$ cat src/idil_pkg.sv
// constants and types for the digital i/o and interrupt logic
// assumes an 8-bit host i/o port decoded down to one byte of address
package idil_pkg;

    // ----------------------------------------------------------------
    // register offsets
    // ----------------------------------------------------------------
    localparam logic [7:0] IDIL_OFS_BOARD_RESET = 8'h00;
    localparam logic [7:0] IDIL_OFS_IRQ_ENABLE = 8'h05;
    localparam logic [7:0] IDIL_OFS_IRQ_SOURCE_STATUS = 8'h07;
    localparam logic [7:0] IDIL_OFS_PLAIN_OUT_LO = 8'h10;
    localparam logic [7:0] IDIL_OFS_PLAIN_OUT_HI = 8'h11;
    localparam logic [7:0] IDIL_OFS_PLAIN_IN_LO = 8'h12;
    localparam logic [7:0] IDIL_OFS_PLAIN_IN_HI = 8'h13;
    localparam logic [7:0] IDIL_OFS_ISO_OUT_LO = 8'h14;
    localparam logic [7:0] IDIL_OFS_ISO_OUT_HI = 8'h15;
    localparam logic [7:0] IDIL_OFS_ISO_IN_LO = 8'h16;
    localparam logic [7:0] IDIL_OFS_ISO_IN_HI = 8'h17;
    localparam logic [7:0] IDIL_OFS_IRQ_POLARITY_SELECT = 8'h2a;

    // ----------------------------------------------------------------
    // field positions and reset values
    // ----------------------------------------------------------------
    localparam int IDIL_BIT_BOARD_RUN = 0;
    localparam int IDIL_IRQ_CHANNELS = 2;
    localparam logic [7:0] IDIL_RST_BOARD_RESET = 8'h00;
    localparam logic [7:0] IDIL_RST_IRQ_ENABLE = 8'h00;
    localparam logic [7:0] IDIL_RST_IRQ_POLARITY = 8'h00;
    localparam logic [7:0] IDIL_READ_UNMAPPED = 8'h00;

    // ----------------------------------------------------------------
    // host i/o request
    // ----------------------------------------------------------------
    typedef struct packed {
        logic [7:0] addr;
        logic [7:0] wdata;
        logic wr;
        logic rd;
    } idil_io_req_t;

endpackage

$ cat src/idil_top.sv
// digital i/o and interrupt logic of the add-in card
// assumes one host i/o access at a time, inputs synchronous to CLK
//
// How it works
// - plain outputs go low at power-up and stay low while board reset is low
// - plain inputs read as disabled until board reset control is high
// - isolated outputs clear to off at power-up and while board reset is low
// - isolated output readback gives 1 for on and 0 for off
// - isolated inputs read 0 when energised and 1 when off
// - two interrupt channels, sourced from input bits zero and one
// - host request is a level, active low, repeating while held low
// - channels rest low, a high pulse requests; software restores low level
// - equal priority; simultaneous channels give one request, status shows both
// - first channel enable bit: 0 disables, 1 enables
// - first channel polarity: 0 inverts bit zero, 1 passes it true
// - second channel enable bit: 0 disables, 1 enables
// - second channel polarity: 0 inverts bit one, 1 passes it true
// - status register shows present level of each channel source
// - polarity writes act at once on the channel
module idil_top
    import idil_pkg::*;
#(
    parameter int DIO_WIDTH = 16
) (
    // clock and reset
    input wire logic CLK,
    input wire logic ARST_N,
    // host i/o port
    input wire idil_io_req_t IO_REQ,
    output logic [7:0] IO_RDATA,
    output logic IO_RVALID,
    // non-isolated pins
    input wire logic [DIO_WIDTH-1:0] PLAIN_IN,
    output logic PLAIN_IN_ENABLE,
    output logic [DIO_WIDTH-1:0] PLAIN_OUT,
    // isolated pins
    input wire logic [DIO_WIDTH-1:0] ISO_IN,
    output logic [DIO_WIDTH-1:0] ISO_OUT,
    // host interrupt request
    output logic IRQ_N
);

    // ----------------------------------------------------------------
    // registers
    // ----------------------------------------------------------------
    logic board_run;
    logic [IDIL_IRQ_CHANNELS-1:0] irq_enable;
    logic [IDIL_IRQ_CHANNELS-1:0] irq_polarity;
    logic [DIO_WIDTH-1:0] plain_in_q;
    logic [DIO_WIDTH-1:0] iso_in_q;
    logic [IDIL_IRQ_CHANNELS-1:0] irq_source;
    logic [IDIL_IRQ_CHANNELS-1:0] irq_channel;

    // ----------------------------------------------------------------
    // decode
    // ----------------------------------------------------------------
    wire wr_reset = IO_REQ.wr && (IO_REQ.addr == IDIL_OFS_BOARD_RESET);
    wire wr_enable = IO_REQ.wr && (IO_REQ.addr == IDIL_OFS_IRQ_ENABLE);
    wire wr_polarity = IO_REQ.wr && (IO_REQ.addr == IDIL_OFS_IRQ_POLARITY_SELECT);
    wire wr_plain_lo = IO_REQ.wr && (IO_REQ.addr == IDIL_OFS_PLAIN_OUT_LO);
    wire wr_plain_hi = IO_REQ.wr && (IO_REQ.addr == IDIL_OFS_PLAIN_OUT_HI);
    wire wr_iso_lo = IO_REQ.wr && (IO_REQ.addr == IDIL_OFS_ISO_OUT_LO);
    wire wr_iso_hi = IO_REQ.wr && (IO_REQ.addr == IDIL_OFS_ISO_OUT_HI);

    // disabled plain port reads as zero, never stale pin data
    wire [DIO_WIDTH-1:0] plain_in_view = board_run ? plain_in_q : '0;
    // opto stage inverts: energised input reads 0
    wire [DIO_WIDTH-1:0] iso_in_view = ~iso_in_q;

    wire [7:0] status_view = {6'h00, irq_source};

    logic [7:0] next_rdata;
    always_comb begin
        next_rdata = IDIL_READ_UNMAPPED;
        if (IO_REQ.addr == IDIL_OFS_BOARD_RESET) begin
            next_rdata = {7'h00, board_run};
        end else if (IO_REQ.addr == IDIL_OFS_IRQ_ENABLE) begin
            next_rdata = {6'h00, irq_enable};
        end else if (IO_REQ.addr == IDIL_OFS_IRQ_SOURCE_STATUS) begin
            next_rdata = status_view;
        end else if (IO_REQ.addr == IDIL_OFS_IRQ_POLARITY_SELECT) begin
            next_rdata = {6'h00, irq_polarity};
        end else if (IO_REQ.addr == IDIL_OFS_PLAIN_OUT_LO) begin
            next_rdata = PLAIN_OUT[7:0];
        end else if (IO_REQ.addr == IDIL_OFS_PLAIN_OUT_HI) begin
            next_rdata = PLAIN_OUT[15:8];
        end else if (IO_REQ.addr == IDIL_OFS_PLAIN_IN_LO) begin
            next_rdata = plain_in_view[7:0];
        end else if (IO_REQ.addr == IDIL_OFS_PLAIN_IN_HI) begin
            next_rdata = plain_in_view[15:8];
        end else if (IO_REQ.addr == IDIL_OFS_ISO_OUT_LO) begin
            next_rdata = ISO_OUT[7:0];
        end else if (IO_REQ.addr == IDIL_OFS_ISO_OUT_HI) begin
            next_rdata = ISO_OUT[15:8];
        end else if (IO_REQ.addr == IDIL_OFS_ISO_IN_LO) begin
            next_rdata = iso_in_view[7:0];
        end else if (IO_REQ.addr == IDIL_OFS_ISO_IN_HI) begin
            next_rdata = iso_in_view[15:8];
        end
    end

    // ----------------------------------------------------------------
    // interrupt channels
    // ----------------------------------------------------------------
    // sources are plain input bits zero and one, taken before the port gate
    assign irq_source = plain_in_q[IDIL_IRQ_CHANNELS-1:0];

    genvar ch;
    generate
        for (ch = 0; ch < IDIL_IRQ_CHANNELS; ch++) begin : g_chan
            // polarity 1 passes the level, 0 inverts it; acts without delay
            wire adjusted = irq_polarity[ch] ? irq_source[ch] : ~irq_source[ch];
            // disabled channel rests low, so it can never hold the request
            assign irq_channel[ch] = adjusted & irq_enable[ch];
        end
    endgenerate

    // one shared line: two channels high together give a single request
    wire next_irq_n = ~(|irq_channel);

    // ----------------------------------------------------------------
    // control registers
    // ----------------------------------------------------------------
    always_ff @(posedge CLK or negedge ARST_N) begin
        if (!ARST_N) begin
            board_run <= IDIL_RST_BOARD_RESET[IDIL_BIT_BOARD_RUN];
            irq_enable <= IDIL_RST_IRQ_ENABLE[IDIL_IRQ_CHANNELS-1:0];
            irq_polarity <= IDIL_RST_IRQ_POLARITY[IDIL_IRQ_CHANNELS-1:0];
        end else begin
            if (wr_reset) begin
                board_run <= IO_REQ.wdata[IDIL_BIT_BOARD_RUN];
            end
            if (wr_enable) begin
                irq_enable <= IO_REQ.wdata[IDIL_IRQ_CHANNELS-1:0];
            end
            if (wr_polarity) begin
                irq_polarity <= IO_REQ.wdata[IDIL_IRQ_CHANNELS-1:0];
            end
        end
    end

    // ----------------------------------------------------------------
    // outputs
    // ----------------------------------------------------------------
    // low board reset overrides writes, so outputs cannot glitch on
    always_ff @(posedge CLK or negedge ARST_N) begin
        if (!ARST_N) begin
            PLAIN_OUT <= '0;
            ISO_OUT <= '0;
        end else if (!board_run) begin
            PLAIN_OUT <= '0;
            ISO_OUT <= '0;
        end else begin
            if (wr_plain_lo) begin
                PLAIN_OUT[7:0] <= IO_REQ.wdata;
            end
            if (wr_plain_hi) begin
                PLAIN_OUT[15:8] <= IO_REQ.wdata;
            end
            if (wr_iso_lo) begin
                ISO_OUT[7:0] <= IO_REQ.wdata;
            end
            if (wr_iso_hi) begin
                ISO_OUT[15:8] <= IO_REQ.wdata;
            end
        end
    end

    always_ff @(posedge CLK or negedge ARST_N) begin
        if (!ARST_N) begin
            plain_in_q <= '0;
            iso_in_q <= '0;
            PLAIN_IN_ENABLE <= 1'b0;
            IRQ_N <= 1'b1;
            IO_RDATA <= IDIL_READ_UNMAPPED;
            IO_RVALID <= 1'b0;
        end else begin
            plain_in_q <= PLAIN_IN;
            iso_in_q <= ISO_IN;
            PLAIN_IN_ENABLE <= board_run;
            IRQ_N <= next_irq_n;
            IO_RVALID <= IO_REQ.rd;
            if (IO_REQ.rd) begin
                IO_RDATA <= next_rdata;
            end
        end
    end

endmodule

$ cat config.mk
export PLATFORM = sky130hd
export DESIGN_NAME = idil_top
export DESIGN_NICKNAME = d
export VERILOG_FILES = /design/src/idil_pkg.sv /design/src/idil_top.sv
export SDC_FILE = /design/constraint.sdc
export NUM_CORES = 1
export LEC_CHECK = 0
export ABC_AREA = 0
export BUFFER_PORTS_ARGS = -buffer_cell sky130_fd_sc_hd__buf_2
export CORE_UTILIZATION = 45
export CTS_BUF_LIST = sky130_fd_sc_hd__clkbuf_2 sky130_fd_sc_hd__clkbuf_4 sky130_fd_sc_hd__clkbuf_8
export DETAILED_ROUTE_END_ITERATION = 6
export GPL_TIMING_DRIVEN = 1
export PLACE_DENSITY = 0.7
export SLEW_MARGIN = 20
export SYNTH_ARGS = -nofsm -noshare
export SYNTH_HDL_FRONTEND = slang
export SYNTH_SLANG_ARGS = --single-unit
$ cat constraint.sdc
create_clock -name CLK -period 1.85 [get_ports CLK]
set_input_delay 0.185 -clock CLK [delete_from_list [all_inputs] [get_ports CLK]]
set_output_delay 0.185 -clock CLK [all_outputs]
set_load 0.05 [all_outputs]
=== Word level (Yosys, flattened, before mapping) ===
Cells that the tools add are included.

* Register bits: 80
* Input port bits: 52
* Output and inout port bits: 43
* Word-level logic and storage cells: 64

* Equality and inequality tests: 15
* Multiplexer cells: 21
* Bitwise operators: 6
* Reductions and logical operators: 9

{| class="wikitable"
|+ Operators with widths
! operator !! number
|-
| $mux 8 || 16
|-
| $eq 8x5->1 const B || 8
|-
| $mux 16 || 3
|-
| $eq 8x3->1 const B || 2
|-
| $not 16->16 || 1
|-
| $eq 8x6->1 const B || 1
|-
| $logic_not 8->1 || 1
|-
| $ne 2x1->1 const B || 4
|-
| $logic_and 1x1->1 || 7
|-
| $not 1->1 || 3
|-
| $and 1x1->1 || 2
|-
| $mux 1 || 2
|-
| $reduce_or 2->1 || 1
|}

=== Logic depth before layout (Yosys ltp) ===
* Word-level depth: 13
* Depth in mapped cells: 7
* Depth with buffers taken out: 5

=== Worst setup path before layout ===
No wires, ideal clock.

* Path type: register to register
* Start point: register PLAIN_OUT[9]
* End point: register IO_RDATA[1]
* Library setup time: 130 ps
* Data arrival time: 1622 ps
* Required time: 1720 ps
* Setup slack: 99 ps
* Cell stages (with the launch flop): 6
* Buffers on the path: 0
* Clock period less this slack: 1751 ps
* Cells stage by stage: dfrtp_1 > nor2b_1 > o41a_1 > o311a_1 > a211oi_1 > o21ai_0

* Longest elaborated chain between the ends: 6

{| class="wikitable"
|+ RTL lines
! item !! RTL line !! RTL
|-
| start: declaration || idil_top.sv:35 || <nowiki>output logic [DIO_WIDTH-1:0] PLAIN_OUT,</nowiki>
|-
| start signal: assignment || idil_top.sv:158 || <nowiki>PLAIN_OUT[15:8] <= IO_REQ.wdata;</nowiki>
|-
| $mux 8 || idil_top.sv:85 || <nowiki>end else if (IO_REQ.addr == IDIL_OFS_PLAIN_OUT_HI) begin</nowiki>
|-
| $mux 8 || idil_top.sv:83 || <nowiki>end else if (IO_REQ.addr == IDIL_OFS_PLAIN_OUT_LO) begin</nowiki>
|-
| $mux 8 || idil_top.sv:81 || <nowiki>end else if (IO_REQ.addr == IDIL_OFS_IRQ_POLARITY_SELECT) begin</nowiki>
|-
| $mux 8 || idil_top.sv:79 || <nowiki>end else if (IO_REQ.addr == IDIL_OFS_IRQ_SOURCE_STATUS) begin</nowiki>
|-
| $mux 8 || idil_top.sv:77 || <nowiki>end else if (IO_REQ.addr == IDIL_OFS_IRQ_ENABLE) begin</nowiki>
|-
| $mux 8 || idil_top.sv:75 || <nowiki>if (IO_REQ.addr == IDIL_OFS_BOARD_RESET) begin</nowiki>
|-
| end signal: assignment || idil_top.sv:184 || <nowiki>IO_RDATA <= next_rdata;</nowiki>
|-
| end: declaration || idil_top.sv:30 || <nowiki>output logic [7:0] IO_RDATA,</nowiki>
|}

No other way between the ends.
A chain may end at the register's enable or synchronous reset.

=== Worst setup path after layout ===
Ends and elaborated chain as after synthesis.

==> flow_summary.toml <==
[final_layout]
fin_nets = 492
drive_above_1_share_pct = 30.8
syn2layout_area_growth_pct = 31.8
diodes = 0
final_util_pct = 62.7
nFillCells = 617
stdcell_count = 544

[die]
die_w_um = 90.5
die_h_um = 90.5
fp-row-count = 31
initial_core_util_pct = 47.6
io_pins = 95
die_area_sq_um = 8190
core_area_sq_um = 7410

[synth]
ys_async_sr_fraction_pct = 100
syn_nets = 361
synth.largest_area_cell = "dfrtp_1"
synth-warning-count = 0
synth_top_area_share_pct = 56.1
synthDistinctLibCells = 49
synthCells = 309
netlist_area_sq_um = 3520
synth_area_leaders = "dfrtp_1, mux2i_1, nor2_1"
ys_seq_area_share_pct = 56.9
ys_seq_elements = 80
synthFlopType = "dfrtp_1"
synth_edf_count = 0
syn_avg_cell_area_sq_um = 11.4

[sta]
setup_viol = 0
grt_setup_unrepaired = "false"
skew_ns = 0.00784
hold_viol_final = 0
final_max_slew_viol_count = 0
fin_crit_sh_pct = 91.7
timing.hold.ws_ns = 0.0942
min_period_ns = 1.70
worst_slack_ns = 0.154
max_freq_mhz = 590
slew_headroom_pct = 71.2
fin_tns_setup_ns = 0
tightest_slew_ns = 0.431

[power_and_ir_drop]
switching_share_pct = 25.1
pwr-share-comb_pct = 10.2
power_switching_mw = 0.879
ir_worst_vdd_v = 0.000589
power_frac_seq_pct = 51.8
p_clk_share_pct = 38.0
p_leak_nw = 2.33
p_int_mw = 2.63
powerDensity_nw_per_um2 = 755

[clock_tree]
clk_latency_ns = 0.34
cts_setup_buffers = 0
path_clk_slew_ns = 0.08
numCtsBuffers = 9
cts_tree = "yes"
htreeDepth = 3
cts.sinks = 80
clock-root-buffer = "clkbuf_8"
clock_path_buffers = 2

[drt]
vias_per_cell = 5.36
num_vias = 2918
drt_pre_antenna_iters = 5
drtIter0Drc = 141
antenna_left = 0
drc = 0
wl_mm = 9.26
wire_per_inst_um = 17.0

[worst_setup_path]
cp_data_required_time_ns = 2.07
end_kind = "flip-flop"
crit_path_start_kind = "flip-flop"
worstSetupPathType = "flip-flop to flip-flop"
worstPathArrival_ns = 1.91
crit_fanout = 2

[placed_design]
place_inst = 495
place_hpwl_mm = 6.40
io_buffers = 94
place_congestion = 0.903
detailedPlace.worstSlack_ns = 0.0836

[global_route]
grt_max_degree = 51
grt_pass1_vias = 2915
grt_pass1_wl_mm = 15.0
track_usage_pct = 23.7
gr-total-overflow = 0
grt_antenna_before_repair = 0

[flow_run]
maxCapViolCount = 0

[hold_path]
hold_path_class = "primary input to flip-flop"

[run_status]
status = "completed"
-- cells in the mapped netlist (2+ instances only) --
cell      instances
nand2_1          17
buf_4             2
nand3_2           2
inv_1            11
dfrtp_1          79
o32ai_1           6
nor2b_1           5
a21oi_1           7
nand2b_1          2
mux2i_1          40
nand4_1           4
buf_6             2
clkbuf_1          9
a22oi_1           2
mux2_2            7
a211oi_1          2
buf_2             2
o41a_1            2
nor2_1           43
o211ai_1          5
xnor2_1           2
o21ai_0          22
a221oi_1          6
nand3_1           2
a32oi_1           2
and2_1            3
-- critical path, cell delays in order (launching register included) --
cell and delay [ns]:
dfrtp_1 0.41, nor2b_1 0.14, o41a_1 0.35, o311a_1 0.33
a211oi_1 0.22, o21ai_0 0.12
-- per-stage QoR --
stage / instance area (sq um) / total power, mW
after floorplan: 3520 / 1.99
after global placement: 4100 / 2.15
after detailed placement: 4100 / 2.16
after CTS: 4640 / 3.54
after global routing: 4640 / 3.65
final: 4640 / 3.51
-- state kept, by name, indices dropped and copies added, names as in the netlist, 2 cells and up --
register,flops
ISO_OUT,16
irq_polarity,2
PLAIN_OUT,16
IO_RDATA,8
iso_in_q,16
irq_enable,2
plain_in_q,16
-- cell type report --
type                    count  area, sq um  share of cell area (%)
clock buffers              10          138                    2.96
clock inverters             6         73.8                    1.59
inverters                  11         41.3                   0.889
multi-input cells         201         1370                    29.6
flip-flops and latches     80         2000                    43.1
well taps                  99          124                    2.67
repair buffers            137          891                    19.2
-- layer usage --
layer	track usage, %	routed length, um
met1	30.7	3960
met3	5.64	570
met2	40.0	4600
met5	0	0
met4	5.78	129
-- final timing paths --
path	startpoint	to	slack [ns]	cells after the start
max in group asynchronous	ARST_N	IO_RDATA[4]$_DFFE_PN0P_	0.95	3
worst max-delay path	PLAIN_OUT[9]$_DFFE_PN0P_	IO_RDATA[1]$_DFFE_PN0P_	0.15	5
worst max register to register	PLAIN_OUT[9]$_DFFE_PN0P_	IO_RDATA[1]$_DFFE_PN0P_	0.15	5
worst min register to register	irq_enable[0]$_DFFE_PN0P_	IRQ_N$_DFF_PN1_	0.47	1
worst min-delay path	IO_REQ[0]	IO_RVALID$_DFF_PN0_	0.09	1
min in group asynchronous	ARST_N	irq_polarity[1]$_DFFE_PN0P_	0.32	2
-- kinds of logic (layout without fill, tap and decap cells) --
kind of cell    Yosys count  count (layout)  synth area share (%)
flops                    80              80                  56.9
xor+xnor                  2               2                 0.497
buf+inv                  28             164                  4.19
simple gates             87              87                  11.7
compound gates           64              64                  12.5
mux                      48              48                  14.2
-- what timing repair did --
action	in CTS	in global routing
hold buffers	33	0
resized for setup	0	0
hold endpoints to repair	61	0
-- power groups by stage --
stage / sequential [mW] / combinational (mW) / clock (mW)
after CTS: 1.82 / 0.358 / 1.37
after global placement: 1.85 / 0.301 / 0
after detailed placement: 1.85 / 0.303 / 0
final: 1.82 / 0.358 / 1.33
after global routing: 1.82 / 0.390 / 1.44
after floorplan: 1.87 / 0.123 / 0
-- cell usage in the layout, fill, tap and decap left out, types with 3 or more instances in the layout --
cell	n
nand4_1	4
o21ai_0	22
a21oi_1	7
mux2i_1	40
mux2_2	7
buf_4	10
o211ai_1	5
a221oi_1	6
o32ai_1	6
nor2b_1	5
and2_1	3
clkbuf_8	10
inv_1	11
nor2_1	43
buf_2	93
inv_6	3
dfrtp_1	79
dlygate4sd3_1	33
nand2_1	17
Note: power is estimated with default switching activity, not from simulation.
